`config.mk`:
```
export PLATFORM = sky130hd
export DESIGN_NAME = line_agg_discovery
export DESIGN_NICKNAME = d
export VERILOG_FILES = /design/src/design/line_agg_pkg.sv /design/src/design/level_sync3.sv /design/src/design/tick_divider.sv /design/src/design/line_agg_discovery.sv
export SDC_FILE = /design/constraint.sdc
export NUM_CORES = 1
export LEC_CHECK = 0
export BUFFER_PORTS_ARGS = -buffer_cell sky130_fd_sc_hd__buf_2
export CAP_MARGIN = 15
export CORE_MARGIN = 2
export CORE_UTILIZATION = 60
export DETAILED_ROUTE_END_ITERATION = 10
export GPL_TIMING_DRIVEN = 0
export PLACE_DENSITY = 0.94
export SLEW_MARGIN = 20
export SYNTH_ARGS = -nofsm -noshare
export SYNTH_HDL_FRONTEND = slang
export SYNTH_SLANG_ARGS = --single-unit
export TNS_END_PERCENT = 5
```
`constraint.sdc`:
```
create_clock -name i_mclk -period 5.4 [get_ports i_mclk]
set_input_delay 0.81 -clock i_mclk [delete_from_list [all_inputs] [get_ports i_mclk]]
set_output_delay 0.81 -clock i_mclk [all_outputs]
set_load 0.05 [all_outputs]
```
`src/design/line_agg_pkg.sv`:
```
/*
 * Constants, register map and state types for the line aggregation
 * discovery block. Assumes a single 10 MHz management clock.
 */
// Notes on behaviour
// - office-side endpoint availability map is read-only to management
// - customer-side writable availability map stores writes and reads them back
// - device without multi-endpoint aggregation holds exactly one availability bit set
// - customer-side links stay disabled until the availability map is programmed
// - customer-side device always implements the discovery identifier
// - remote get and set requests reach the discovery identifier atomically
// - simultaneous remote write requests are served one after another
// - thirty seconds of no active member link clears identifier and membership
// - outgoing messages carry the TDIM bonding parameter bit deasserted
// - discovery parameter bit in CLR equals local aggregation capable bit
// - CLR carries identifier in parameter bits, clear-if-same bit zero
// - set-if-clear loads identifier only while current identifier is zero
// - clear-if-same zeroes identifier when it equals the received value
package line_agg_pkg;

    localparam int N_EP = 32;
    localparam int DISC_W = 48;
    localparam int DISC_HI_W = DISC_W - 32;
    localparam int ADDR_W = 8;
    localparam int DATA_W = 32;

    localparam logic [ADDR_W-1:0] ADDR_CTRL = 8'h00;
    localparam logic [ADDR_W-1:0] ADDR_STATUS = 8'h04;
    localparam logic [ADDR_W-1:0] ADDR_AVAIL = 8'h08;
    localparam logic [ADDR_W-1:0] ADDR_AGGR = 8'h0C;
    localparam logic [ADDR_W-1:0] ADDR_DISC_LO = 8'h10;
    localparam logic [ADDR_W-1:0] ADDR_DISC_HI = 8'h14;
    localparam logic [ADDR_W-1:0] ADDR_LINK_UP = 8'h18;

    localparam int CTRL_AGG_CAP_BIT = 0;
    localparam int STATUS_PROG_BIT = 0;
    localparam int STATUS_TMR_BIT = 1;
    localparam int STATUS_BUSY_BIT = 2;

    localparam logic [N_EP-1:0] AVAIL_RST = 32'h0000_0001;
    localparam logic [N_EP-1:0] AGGR_RST = 32'h0000_0000;
    localparam logic [DISC_W-1:0] DISC_ZERO = 48'h0000_0000_0000;
    localparam logic CTRL_AGG_CAP_RST = 1'h1;

    // timing: the inactivity timeout counts millisecond ticks
    localparam int CLK_HZ = 10_000_000;
    localparam int TICK_MS = 1;
    localparam int TICK_CYCLES = CLK_HZ / 1000 * TICK_MS;
    localparam int TIMEOUT_S = 30;
    localparam int TIMEOUT_TICKS = TIMEOUT_S * 1000 / TICK_MS;
    localparam int TMR_W = 15;
    localparam int DIV_W = 14;

    typedef enum logic [0:0] {
        RMT_IDLE,
        RMT_ANSWER
    } rmt_state_e;

endpackage

```
`src/design/level_sync3.sv`:
```
/*
 * Three-stage synchroniser for a bus of levels from outside the clock
 * domain. Assumes each bit is a slow level; no multi-bit coherency.
 */
`timescale 1ns/10ps
`default_nettype none
module level_sync3 #(
    parameter int W = 1
) (
    input wire logic i_mclk,
    input wire logic i_rst_n,
    input wire logic [W-1:0] i_async,
    output logic [W-1:0] o_level
);
    typedef struct packed {
        logic [W-1:0] s1;
        logic [W-1:0] s2;
        logic [W-1:0] s3;
        logic [W-1:0] lvl;
    } sync_s;

    sync_s q;
    sync_s d;

    always_comb begin
        d = q;
        d.s1 = i_async;
        d.s2 = q.s1;
        d.s3 = q.s2;
        // a bit changes only once the second and third stage agree
        for (int i = 0; i < W; i++) begin
            if (q.s2[i] == q.s3[i]) begin
                d.lvl[i] = q.s3[i];
            end
        end
    end

    always_ff @(posedge i_mclk) begin
        if (!i_rst_n) begin
            q <= '0;
        end else begin
            q <= d;
        end
    end

    assign o_level = q.lvl;
endmodule // level_sync3
`default_nettype wire

```
`src/design/tick_divider.sv`:
```
/*
 * Divider producing a one-cycle enable every CYCLES clocks, restartable.
 * Assumes CYCLES fits in line_agg_pkg::DIV_W bits.
 */
`timescale 1ns/10ps
`default_nettype none
module tick_divider #(
    parameter int CYCLES = line_agg_pkg::TICK_CYCLES
) (
    input wire logic i_mclk,
    input wire logic i_rst_n,
    input wire logic i_restart,
    output logic o_tick
);
    typedef struct packed {
        logic [line_agg_pkg::DIV_W-1:0] cnt;
        logic tick;
    } div_s;

    div_s q;
    div_s d;

    always_comb begin
        d = q;
        d.tick = 1'h0;
        if (i_restart) begin
            d.cnt = '0;
        end else if (q.cnt == line_agg_pkg::DIV_W'(CYCLES - 1)) begin
            d.cnt = '0;
            d.tick = 1'h1;
        end else begin
            d.cnt = q.cnt + 1'h1;
        end
    end

    always_ff @(posedge i_mclk) begin
        if (!i_rst_n) begin
            q <= '0;
        end else begin
            q <= d;
        end
    end

    assign o_tick = q.tick;
endmodule // tick_divider
`default_nettype wire

```
`src/design/line_agg_discovery.sv`:
```
/*
 * Aggregation control and discovery registers of a line-endpoint PHY:
 * availability map, aggregate membership map, discovery identifier,
 * remote get / set-if-clear / clear-if-same service, the inactivity
 * timeout and the discovery fields placed in outgoing CLR messages.
 * Assumes remote requests and software strobes are on i_mclk; the
 * link-up map comes from PMA status pins and is synchronised here.
 */
`timescale 1ns/10ps
`default_nettype none
module line_agg_discovery #(
    parameter bit OFFICE_SIDE = 1'b0,
    parameter bit MULTI_EP = 1'b1,
    parameter bit MAP_WRITABLE = 1'b1,
    parameter int TICK_CYCLES = line_agg_pkg::TICK_CYCLES,
    parameter int TIMEOUT_TICKS = line_agg_pkg::TIMEOUT_TICKS
) (
    input wire logic i_mclk,
    input wire logic i_rst_n,
    // software register port
    input wire logic [line_agg_pkg::ADDR_W-1:0] i_addr,
    input wire logic [line_agg_pkg::DATA_W-1:0] i_wdata,
    input wire logic i_wr,
    input wire logic i_rd,
    output logic [line_agg_pkg::DATA_W-1:0] o_rdata,
    // physical link status, one bit per line endpoint
    input wire logic [line_agg_pkg::N_EP-1:0] i_link_up,
    // remote access from the line side
    input wire logic i_rmt_get,
    input wire logic i_rmt_set_if_clear,
    input wire logic i_rmt_clear_if_same,
    input wire logic [line_agg_pkg::DISC_W-1:0] i_rmt_value,
    output logic o_rmt_done,
    output logic [line_agg_pkg::DISC_W-1:0] o_rmt_rdata,
    // fields for the outgoing CLR message
    output logic o_clr_disc_spar,
    output logic o_clr_tdim_spar,
    output logic o_clr_clear_if_same,
    output logic [line_agg_pkg::DISC_W-1:0] o_clr_disc_npar,
    // link gating and membership toward the aggregation function
    output logic [line_agg_pkg::N_EP-1:0] o_link_enable,
    output logic [line_agg_pkg::N_EP-1:0] o_aggregate_map
);
    localparam bit AVAIL_WR_OK = MAP_WRITABLE && !OFFICE_SIDE && MULTI_EP;

    typedef struct packed {
        line_agg_pkg::rmt_state_e st;
        logic agg_cap;
        logic [line_agg_pkg::N_EP-1:0] avail;
        logic prog;
        logic [line_agg_pkg::N_EP-1:0] aggr;
        logic [line_agg_pkg::DISC_W-1:0] disc;
        logic [line_agg_pkg::DISC_HI_W-1:0] hi_shadow;
        logic pend_get;
        logic pend_sic;
        logic pend_cis;
        logic [line_agg_pkg::DISC_W-1:0] sic_val;
        logic [line_agg_pkg::DISC_W-1:0] cis_val;
        logic [line_agg_pkg::TMR_W-1:0] tmr;
        logic tmr_run;
        logic [line_agg_pkg::DATA_W-1:0] rdata;
        logic rmt_done;
        logic [line_agg_pkg::DISC_W-1:0] rmt_rdata;
        logic clr_disc_spar;
        logic clr_tdim_spar;
        logic clr_cis;
        logic [line_agg_pkg::DISC_W-1:0] clr_npar;
        logic [line_agg_pkg::N_EP-1:0] link_en;
        logic [line_agg_pkg::N_EP-1:0] aggr_out;
    } state_s;

    state_s q;
    state_s d;

    logic [line_agg_pkg::N_EP-1:0] link_up_s;
    logic idle_cond;
    logic ms_tick;

    level_sync3 #(
        .W(line_agg_pkg::N_EP)
    ) u_link_sync (
        .i_mclk(i_mclk),
        .i_rst_n(i_rst_n),
        .i_async(i_link_up),
        .o_level(link_up_s)
    );

    // no member link is up while an identifier is held
    assign idle_cond = ((link_up_s & q.aggr) == '0) && (q.disc != line_agg_pkg::DISC_ZERO);

    tick_divider #(
        .CYCLES(TICK_CYCLES)
    ) u_ms_div (
        .i_mclk(i_mclk),
        .i_rst_n(i_rst_n),
        .i_restart(!idle_cond),
        .o_tick(ms_tick)
    );

    always_comb begin
        d = q;
        d.rmt_done = 1'h0;
        d.rdata = '0;

        // inactivity timeout; any active member link restarts it
        if (!idle_cond) begin
            d.tmr = '0;
            d.tmr_run = 1'h0;
        end else begin
            d.tmr_run = 1'h1;
            if (ms_tick) begin
                if (q.tmr == line_agg_pkg::TMR_W'(TIMEOUT_TICKS - 1)) begin
                    d.disc = line_agg_pkg::DISC_ZERO;
                    d.tmr = '0;
                end else begin
                    d.tmr = q.tmr + 1'h1;
                end
            end
        end

        // remote engine: one request per pass so writes never overlap
        case (q.st)
            line_agg_pkg::RMT_IDLE: begin
                if (q.pend_cis) begin
                    if (d.disc == q.cis_val) begin
                        d.disc = line_agg_pkg::DISC_ZERO;
                    end
                    d.pend_cis = 1'h0;
                    d.st = line_agg_pkg::RMT_ANSWER;
                end else if (q.pend_sic) begin
                    if (d.disc == line_agg_pkg::DISC_ZERO) begin
                        d.disc = q.sic_val;
                    end
                    d.pend_sic = 1'h0;
                    d.st = line_agg_pkg::RMT_ANSWER;
                end else if (q.pend_get) begin
                    d.pend_get = 1'h0;
                    d.st = line_agg_pkg::RMT_ANSWER;
                end
            end
            line_agg_pkg::RMT_ANSWER: begin
                // whole identifier returned in one word, never torn
                d.rmt_rdata = q.disc;
                d.rmt_done = 1'h1;
                d.st = line_agg_pkg::RMT_IDLE;
            end
            default: begin
                d.st = line_agg_pkg::RMT_IDLE;
            end
        endcase

        // new requests are latched after service so a request that lands
        // in its own service cycle is kept for the next pass
        if (i_rmt_get) begin
            d.pend_get = 1'h1;
        end
        if (i_rmt_set_if_clear) begin
            d.pend_sic = 1'h1;
            d.sic_val = i_rmt_value;
        end
        if (i_rmt_clear_if_same) begin
            d.pend_cis = 1'h1;
            d.cis_val = i_rmt_value;
        end

        // software writes
        if (i_wr) begin
            if (i_addr == line_agg_pkg::ADDR_CTRL) begin
                d.agg_cap = i_wdata[line_agg_pkg::CTRL_AGG_CAP_BIT];
            end else if (i_addr == line_agg_pkg::ADDR_AVAIL) begin
                if (AVAIL_WR_OK) begin
                    d.avail = i_wdata;
                    d.prog = (i_wdata != '0);
                end
                // read-only on the office side and on single-endpoint parts
            end else if (i_addr == line_agg_pkg::ADDR_AGGR) begin
                d.aggr = i_wdata;
            end
        end

        if (!AVAIL_WR_OK) begin
            d.avail = line_agg_pkg::AVAIL_RST;
            d.prog = 1'h1;
        end

        // membership cannot outlive the identifier
        if (d.disc == line_agg_pkg::DISC_ZERO) begin
            d.aggr = line_agg_pkg::AGGR_RST;
        end

        // software reads; the high half is snapshotted with the low half
        if (i_rd) begin
            if (i_addr == line_agg_pkg::ADDR_CTRL) begin
                d.rdata[line_agg_pkg::CTRL_AGG_CAP_BIT] = q.agg_cap;
            end else if (i_addr == line_agg_pkg::ADDR_STATUS) begin
                d.rdata[line_agg_pkg::STATUS_PROG_BIT] = q.prog;
                d.rdata[line_agg_pkg::STATUS_TMR_BIT] = q.tmr_run;
                d.rdata[line_agg_pkg::STATUS_BUSY_BIT] = (q.st != line_agg_pkg::RMT_IDLE)
                    || q.pend_get || q.pend_sic || q.pend_cis;
            end else if (i_addr == line_agg_pkg::ADDR_AVAIL) begin
                d.rdata = q.avail;
            end else if (i_addr == line_agg_pkg::ADDR_AGGR) begin
                d.rdata = q.aggr;
            end else if (i_addr == line_agg_pkg::ADDR_DISC_LO) begin
                d.rdata = q.disc[31:0];
                d.hi_shadow = q.disc[line_agg_pkg::DISC_W-1:32];
            end else if (i_addr == line_agg_pkg::ADDR_DISC_HI) begin
                d.rdata[line_agg_pkg::DISC_HI_W-1:0] = q.hi_shadow;
            end else if (i_addr == line_agg_pkg::ADDR_LINK_UP) begin
                d.rdata = link_up_s;
            end
        end

        // outgoing CLR fields follow the registered state
        d.clr_disc_spar = q.agg_cap;
        d.clr_tdim_spar = 1'h0;
        d.clr_cis = 1'h0;
        d.clr_npar = q.disc;

        // links held off until the availability map is programmed
        d.link_en = q.prog ? q.avail : '0;
        d.aggr_out = q.aggr;
    end

    always_ff @(posedge i_mclk) begin
        if (!i_rst_n) begin
            q <= '0;
            q.st <= line_agg_pkg::RMT_IDLE;
            q.agg_cap <= line_agg_pkg::CTRL_AGG_CAP_RST;
            q.avail <= line_agg_pkg::AVAIL_RST;
            q.prog <= !AVAIL_WR_OK;
            q.aggr <= line_agg_pkg::AGGR_RST;
            q.disc <= line_agg_pkg::DISC_ZERO;
        end else begin
            q <= d;
        end
    end

    assign o_rdata = q.rdata;
    assign o_rmt_done = q.rmt_done;
    assign o_rmt_rdata = q.rmt_rdata;
    assign o_clr_disc_spar = q.clr_disc_spar;
    assign o_clr_tdim_spar = q.clr_tdim_spar;
    assign o_clr_clear_if_same = q.clr_cis;
    assign o_clr_disc_npar = q.clr_npar;
    assign o_link_enable = q.link_en;
    assign o_aggregate_map = q.aggr_out;
endmodule // line_agg_discovery
`default_nettype wire

```
==> flow_summary.ini, run 1 <==
[run_status]
outcome = finished clean

[global_routing]
grt.met2_usage = 0.678
grt_pass1_wl_mm = 133
met1_usage = 0.567
grt_start_max_net_pins = 17
grt_use_total = 0.435
use_met3 = 0.106
grt_busiest_layer = met2
antenna_found_initial = 3
grt_pass1_vias = 20500
gr-total-overflow = 0

[sta]
maxSlewHeadroom = 0.250
fin_worst_skew_ps = 22.7
setup_viol = 0
maxSlewViolCount = 0
rsz0062_at_grt = false
fin_setup_tns_ps = 0
worst_pin_slew_ps = 1120
setup_ws_ps = 495
fin_crit_sh = 0.908
fmax_mhz = 204
period_needed_ps = 4910
whs_ps = 373
final_hold_viol_count = 0

[logic_synthesis]
ys_ff_latch = 583
yosysWarnings = 0
synth_area_sq_um = 23800
netlist_instances = 2484
synth-xor-area-share = 0.00955
synth-async-reset-ratio = 0
synth.area.top_cells = dfxtp_1 49%, mux2i_1 6.8%, buf_4 6.1%
synth_top_family_by_area = simple AND/OR/NAND/NOR gates
synth_edf_count = 0
yosysSeqAreaShare = 0.490
synth_compound_area_frac = 0.121
synth_area_per_cell_sq_um = 9.60
synth_top_area_share = 0.490
yosys_most_used_dff = dfxtp_1
synthAdderAreaFrac = 0.00105
yosys.area.top_type = dfxtp_1
synth_cell_types = 73
synth-simple-area-share = 0.203
synthMuxAreaShare = 0.0832

[floorplan]
die_y_microns = 203
rows = 73
die_w_microns = 203
ioPinCount = 323
initial_core_util = 0.604
core-area_sq_um = 39500
die-area_sq_um = 41300

[setup_path]
r2r_setup_slack_ps = 490
cp.arrival_ps = 5420
cp_cell_sequence = clkbuf_1, nor4_1, and4_1, and4_1, clkbuf_1, a21oi_1, nor2_1, clkbuf_1, a32oi_1, o21a_1, buf_2, a31oi_1
cp-end-kind = flop
startpoint_type = flop
required_ps = 5910
crit_top_cell = clkbuf_1
path_class = flop to flop
cpMaxStageDelayCell = clkbuf_1
cpPeakStageDelay_ps = 760
r2r_cells = 12
cp_max_fo = 10

[clock_network]
clkSinkCount = 583
cts_made_buffers = 55
ctsLongestPathBuffers = 3
cts_resized = 0
h-tree-depth = 2
insertion_delay_ps = 650
clk_pin_slew_ps = 70
cts_tree = yes
root_buffer = clkbuf_16
cts_setup_buffers = 0
holdBufCountCts = 0

[placed_design]
place_ws_ps = 760
post-dp-hpwl_mm = 67.2
port_buffers = 316
globalplace.congestion = 1.05

[cells_and_area]
utilization = 0.713
layout_commonest_cell = dfxtp_1
final_cell_mix = 583 x dfxtp_1, 326 x buf_2, 233 x nand2_1, 195 x buf_4, 189 x nor2b_1
nets = 2987
areaGrowthSynthToFinish_pct = 18.0
layout-drive-gt1-share = 0.230

[route]
detail-route-antenna-nets = 0
num_vias = 20900
vias_per_cell = 6.11
drcViolationCount = 0
first_pass_iters = 6
drt_iter0_markers = 2581
wire_per_inst_microns = 26.8
drt-total-wl_mm = 91.9

[worst_hold_path]
hold_depth = 2
hp-class = input pin to flop

[pwr]
power.leakage_nw = 12.0
p_per_area_nw_per_um2 = 363
peakVddDrop_mv = 0.335

[job]
cap_violations = 0
## Yosys cell counts (26+ instances only)
master    number
nand2b_1      29
a22oi_1       94
o21ai_0       58
mux2_2        33
a31oi_1       35
nand2_1      233
inv_1         33
nor2_1        60
dfxtp_1      583
clkbuf_1     124
and2_1       184
a21boi_0      88
nor4_1        37
a21oi_1       48
nand4_1       26
and3_1        41
nor2b_1      189
buf_4        195
mux2i_1      161
## critical path: cells and delay by family, from the launching register on
kind	cells	cell delay, ps
flops	1	310
buf+inv	4	1700
compound gates	4	1730
simple gates	4	1010
## metrics by stage
stage	instances	area, sq um	total power [mW]
final	3428	28100	10.2
after global routing	3424	28100	10.4
after CTS	3424	28100	10.1
after floorplan	2485	23800	5.36
after detailed placement	3326	26100	5.88
after global placement	3326	26100	5.86
## sequential cells by signal, summed over array words and instances (netlist names)
register,flops
u_link_sync.d,64
o_rmt_done,1
q,165
o_rmt_rdata,48
u_link_sync.q,32
o_clr_disc_spar,1
u_link_sync.o_level,32
o_clr_disc_npar,48
d,81
o_aggregate_map,32
o_rdata,32
u_ms_div.o_tick,1
o_link_enable,32
u_ms_div.q,14
## metal layers
layer  share of wire  vias up
li1                -     9075
met1            0.40    10100
met2            0.44     1412
met3            0.11      329
met4           0.053        4
met5         0.00022        -
## logic make-up after synthesis
group | Yosys count
and+or+nand+nor | 884
DFF | 583
AOI/OAI and AO/OA | 412
buffers and inverters | 382
muxes | 194
xor gates and xnor gates | 26
adders and majority gates | 2
other | 1
## path summary, 6_finish.rpt
| kind | startpoint | endpoint |
|---|---|---|
| setup / recovery | d[83]$_SDFF_PN0_ | d[11]$_SDFFE_PP0P_ |
| hold / removal | i_link_up[25] | u_link_sync.d[89]$_SDFF_PN0_ |
| setup reg to reg | d[83]$_SDFF_PN0_ | d[11]$_SDFFE_PP0P_ |
| hold reg to reg | u_link_sync.d[78]$_SDFF_PN0_ | u_link_sync.d[46]$_SDFF_PN0_ |
## power breakdown
part           internal (mW)  switching (mW)
logic                  0.416           0.889
registers               4.41           0.149
clock network           2.56            1.79
## layout make-up
class	instances	area (sq um)
inverter	34	128
clock inverter	31	512
sequential	583	11700
tap	525	657
antenna	4	10.0
timing repair buffer	316	1580
clock buffer	67	1530
multi-input combinational	1520	9970
buffer	348	2070
fill	2759	11300
No activity file was read; power rests on OpenSTA's default activity.
==> run 2: changes to the inputs <==
--- a/config.mk
+++ b/config.mk
@@ -12,6 +12,7 @@
 export DETAILED_ROUTE_END_ITERATION = 10
 export GPL_TIMING_DRIVEN = 0
 export PLACE_DENSITY = 0.94
+export REMOVE_ABC_BUFFERS = 1
 export SLEW_MARGIN = 20
 export SYNTH_ARGS = -nofsm -noshare
 export SYNTH_HDL_FRONTEND = slang
==> flow_summary.ini, run 2 (same netlist as run 1, synthesis figures left out) <==
[setup_path]
r2r_setup_slack_ps = 460
startpoint_type = flop
cp-end-kind = flop
cp.arrival_ps = 5420
cp_max_fo = 32
required_ps = 5880
path_class = flop to flop

[route]
drt_iter0_markers = 2376
first_pass_iters = 8
vias_per_cell = 6.11
drcViolationCount = 0
detail-route-antenna-nets = 0
num_vias = 19000
wire_per_inst_microns = 24.0
drt-total-wl_mm = 74.5

[cells_and_area]
largest_reg_flops = 165
areaGrowthSynthToFinish_pct = 11.1
regMostFlops = q
stdcell_area_sq_um = 26500
layout-drive-gt1-share = 0.191
utilization = 0.671
fin_cells = 3107
layout_commonest_cell = dfxtp_1
final_cell_mix = 581 x dfxtp_1, 318 x buf_2, 231 x nand2_1, 188 x nor2b_1, 183 x and2_1
nets = 2658

[run_status]
outcome = finished clean

[clock_network]
ctsLongestPathBuffers = 3
root_buffer = clkbuf_16
cts_setup_buffers = 0
insertion_delay_ps = 670
h-tree-depth = 2
clkSinkCount = 583
clk_pin_slew_ps = 70
cts_made_buffers = 56
cts_resized = 0
holdBufCountCts = 0
cts_tree = yes

[placed_design]
dp_cells = 2996
place_area_sq_um = 24400
place_ws_ps = 530
globalplace.congestion = 0.976
port_buffers = 320
post-dp-hpwl_mm = 51.2

[pwr]
power_frac_seq = 0.455
sw_frac_of_total = 0.269
p_per_area_nw_per_um2 = 379
power.leakage_nw = 10.9
p_int_mw = 7.34
power_switching_mw = 2.70
power_mw = 10.0
pwr-share-comb = 0.113
pwr-share-clk = 0.432
peakVddDrop_mv = 0.287

[sta]
fin_setup_tns_ps = 0
maxSlewHeadroom = 0.265
setup_viol = 0
worst_pin_slew_ps = 1100
setup_ws_ps = 461
maxSlewViolCount = 0
period_needed_ps = 4940
fin_worst_skew_ps = 72.0
whs_ps = 352
final_hold_viol_count = 0
fmax_mhz = 202
fin_crit_sh = 0.915
rsz0062_at_grt = false

[floorplan]
die_y_microns = 203
ioPinCount = 323
rows = 73
core-area_sq_um = 39500
die-area_sq_um = 41300
initial_core_util = 0.604
die_w_microns = 203

[global_routing]
grt_pass1_vias = 18200
antenna_found_initial = 8
gr-total-overflow = 0
grt_pass1_wl_mm = 111
grt_start_max_net_pins = 180
grt_use_total = 0.350

[job]
cap_violations = 0

[worst_hold_path]
hp-class = input pin to flop
## run 2: cell count changes in the layout (fill, tap and decap cells not counted), sizes merged
cell,change
buf,-206
clkbuf,-122
clkinv,+4
clkinvlp,+1
diode,+2
## run 2: metal layers
layer / up-vias / part of all wire / global-route usage
li1: 8424 / - / -
met1: 9065 / 0.40 / 0.454
met2: 1222 / 0.45 / 0.550
met3: 262 / 0.099 / 0.0770
met4: 8 / 0.052 / 0.180
met5: - / 0.00060 / 0
## run 2: critical path, stage by stage, from the launching register on
cell,delay (ps)
dfxtp_1,390
or4b_4,500
or4_4,540
nor2_1,400
nand3_1,880
a32oi_1,470
and4_4,300
and3_1,250
o21a_2,730
a31oi_1,270
## run 2: worst paths after layout
path         cells past startpoint                      endpoint                    startpoint
max                              9             d[3]$_SDFFE_PP0P_           q[200]$_SDFFE_PN0P_
min reg2reg                      1  u_link_sync.d[44]$_SDFF_PN0_  u_link_sync.d[76]$_SDFF_PN0_
max reg2reg                      9             d[3]$_SDFFE_PP0P_           q[200]$_SDFFE_PN0P_
min                              2  u_link_sync.d[78]$_SDFF_PN0_                 i_link_up[14]
## run 2: power by group through the flow
stage	Combinational, mW	Sequential (mW)	Clock (mW)
finish	1.14	4.57	4.34
global route	1.20	4.57	4.52
CTS	1.11	4.56	4.34
detailed placement	1.11	4.65	0
global placement	1.04	4.66	0
floorplan	0.581	4.63	0
## run 2: layout make-up
| class | count | area (sq um) |
|---|---|---|
| multi-input combinational | 1520 | 10000 |
| sequential | 583 | 11700 |
| fill | 2831 | 13000 |
| tap | 525 | 657 |
| clock inverter | 36 | 552 |
| clock buffer | 69 | 1520 |
| inverter | 34 | 128 |
| antenna | 6 | 15.0 |
| timing repair buffer | 334 | 1910 |
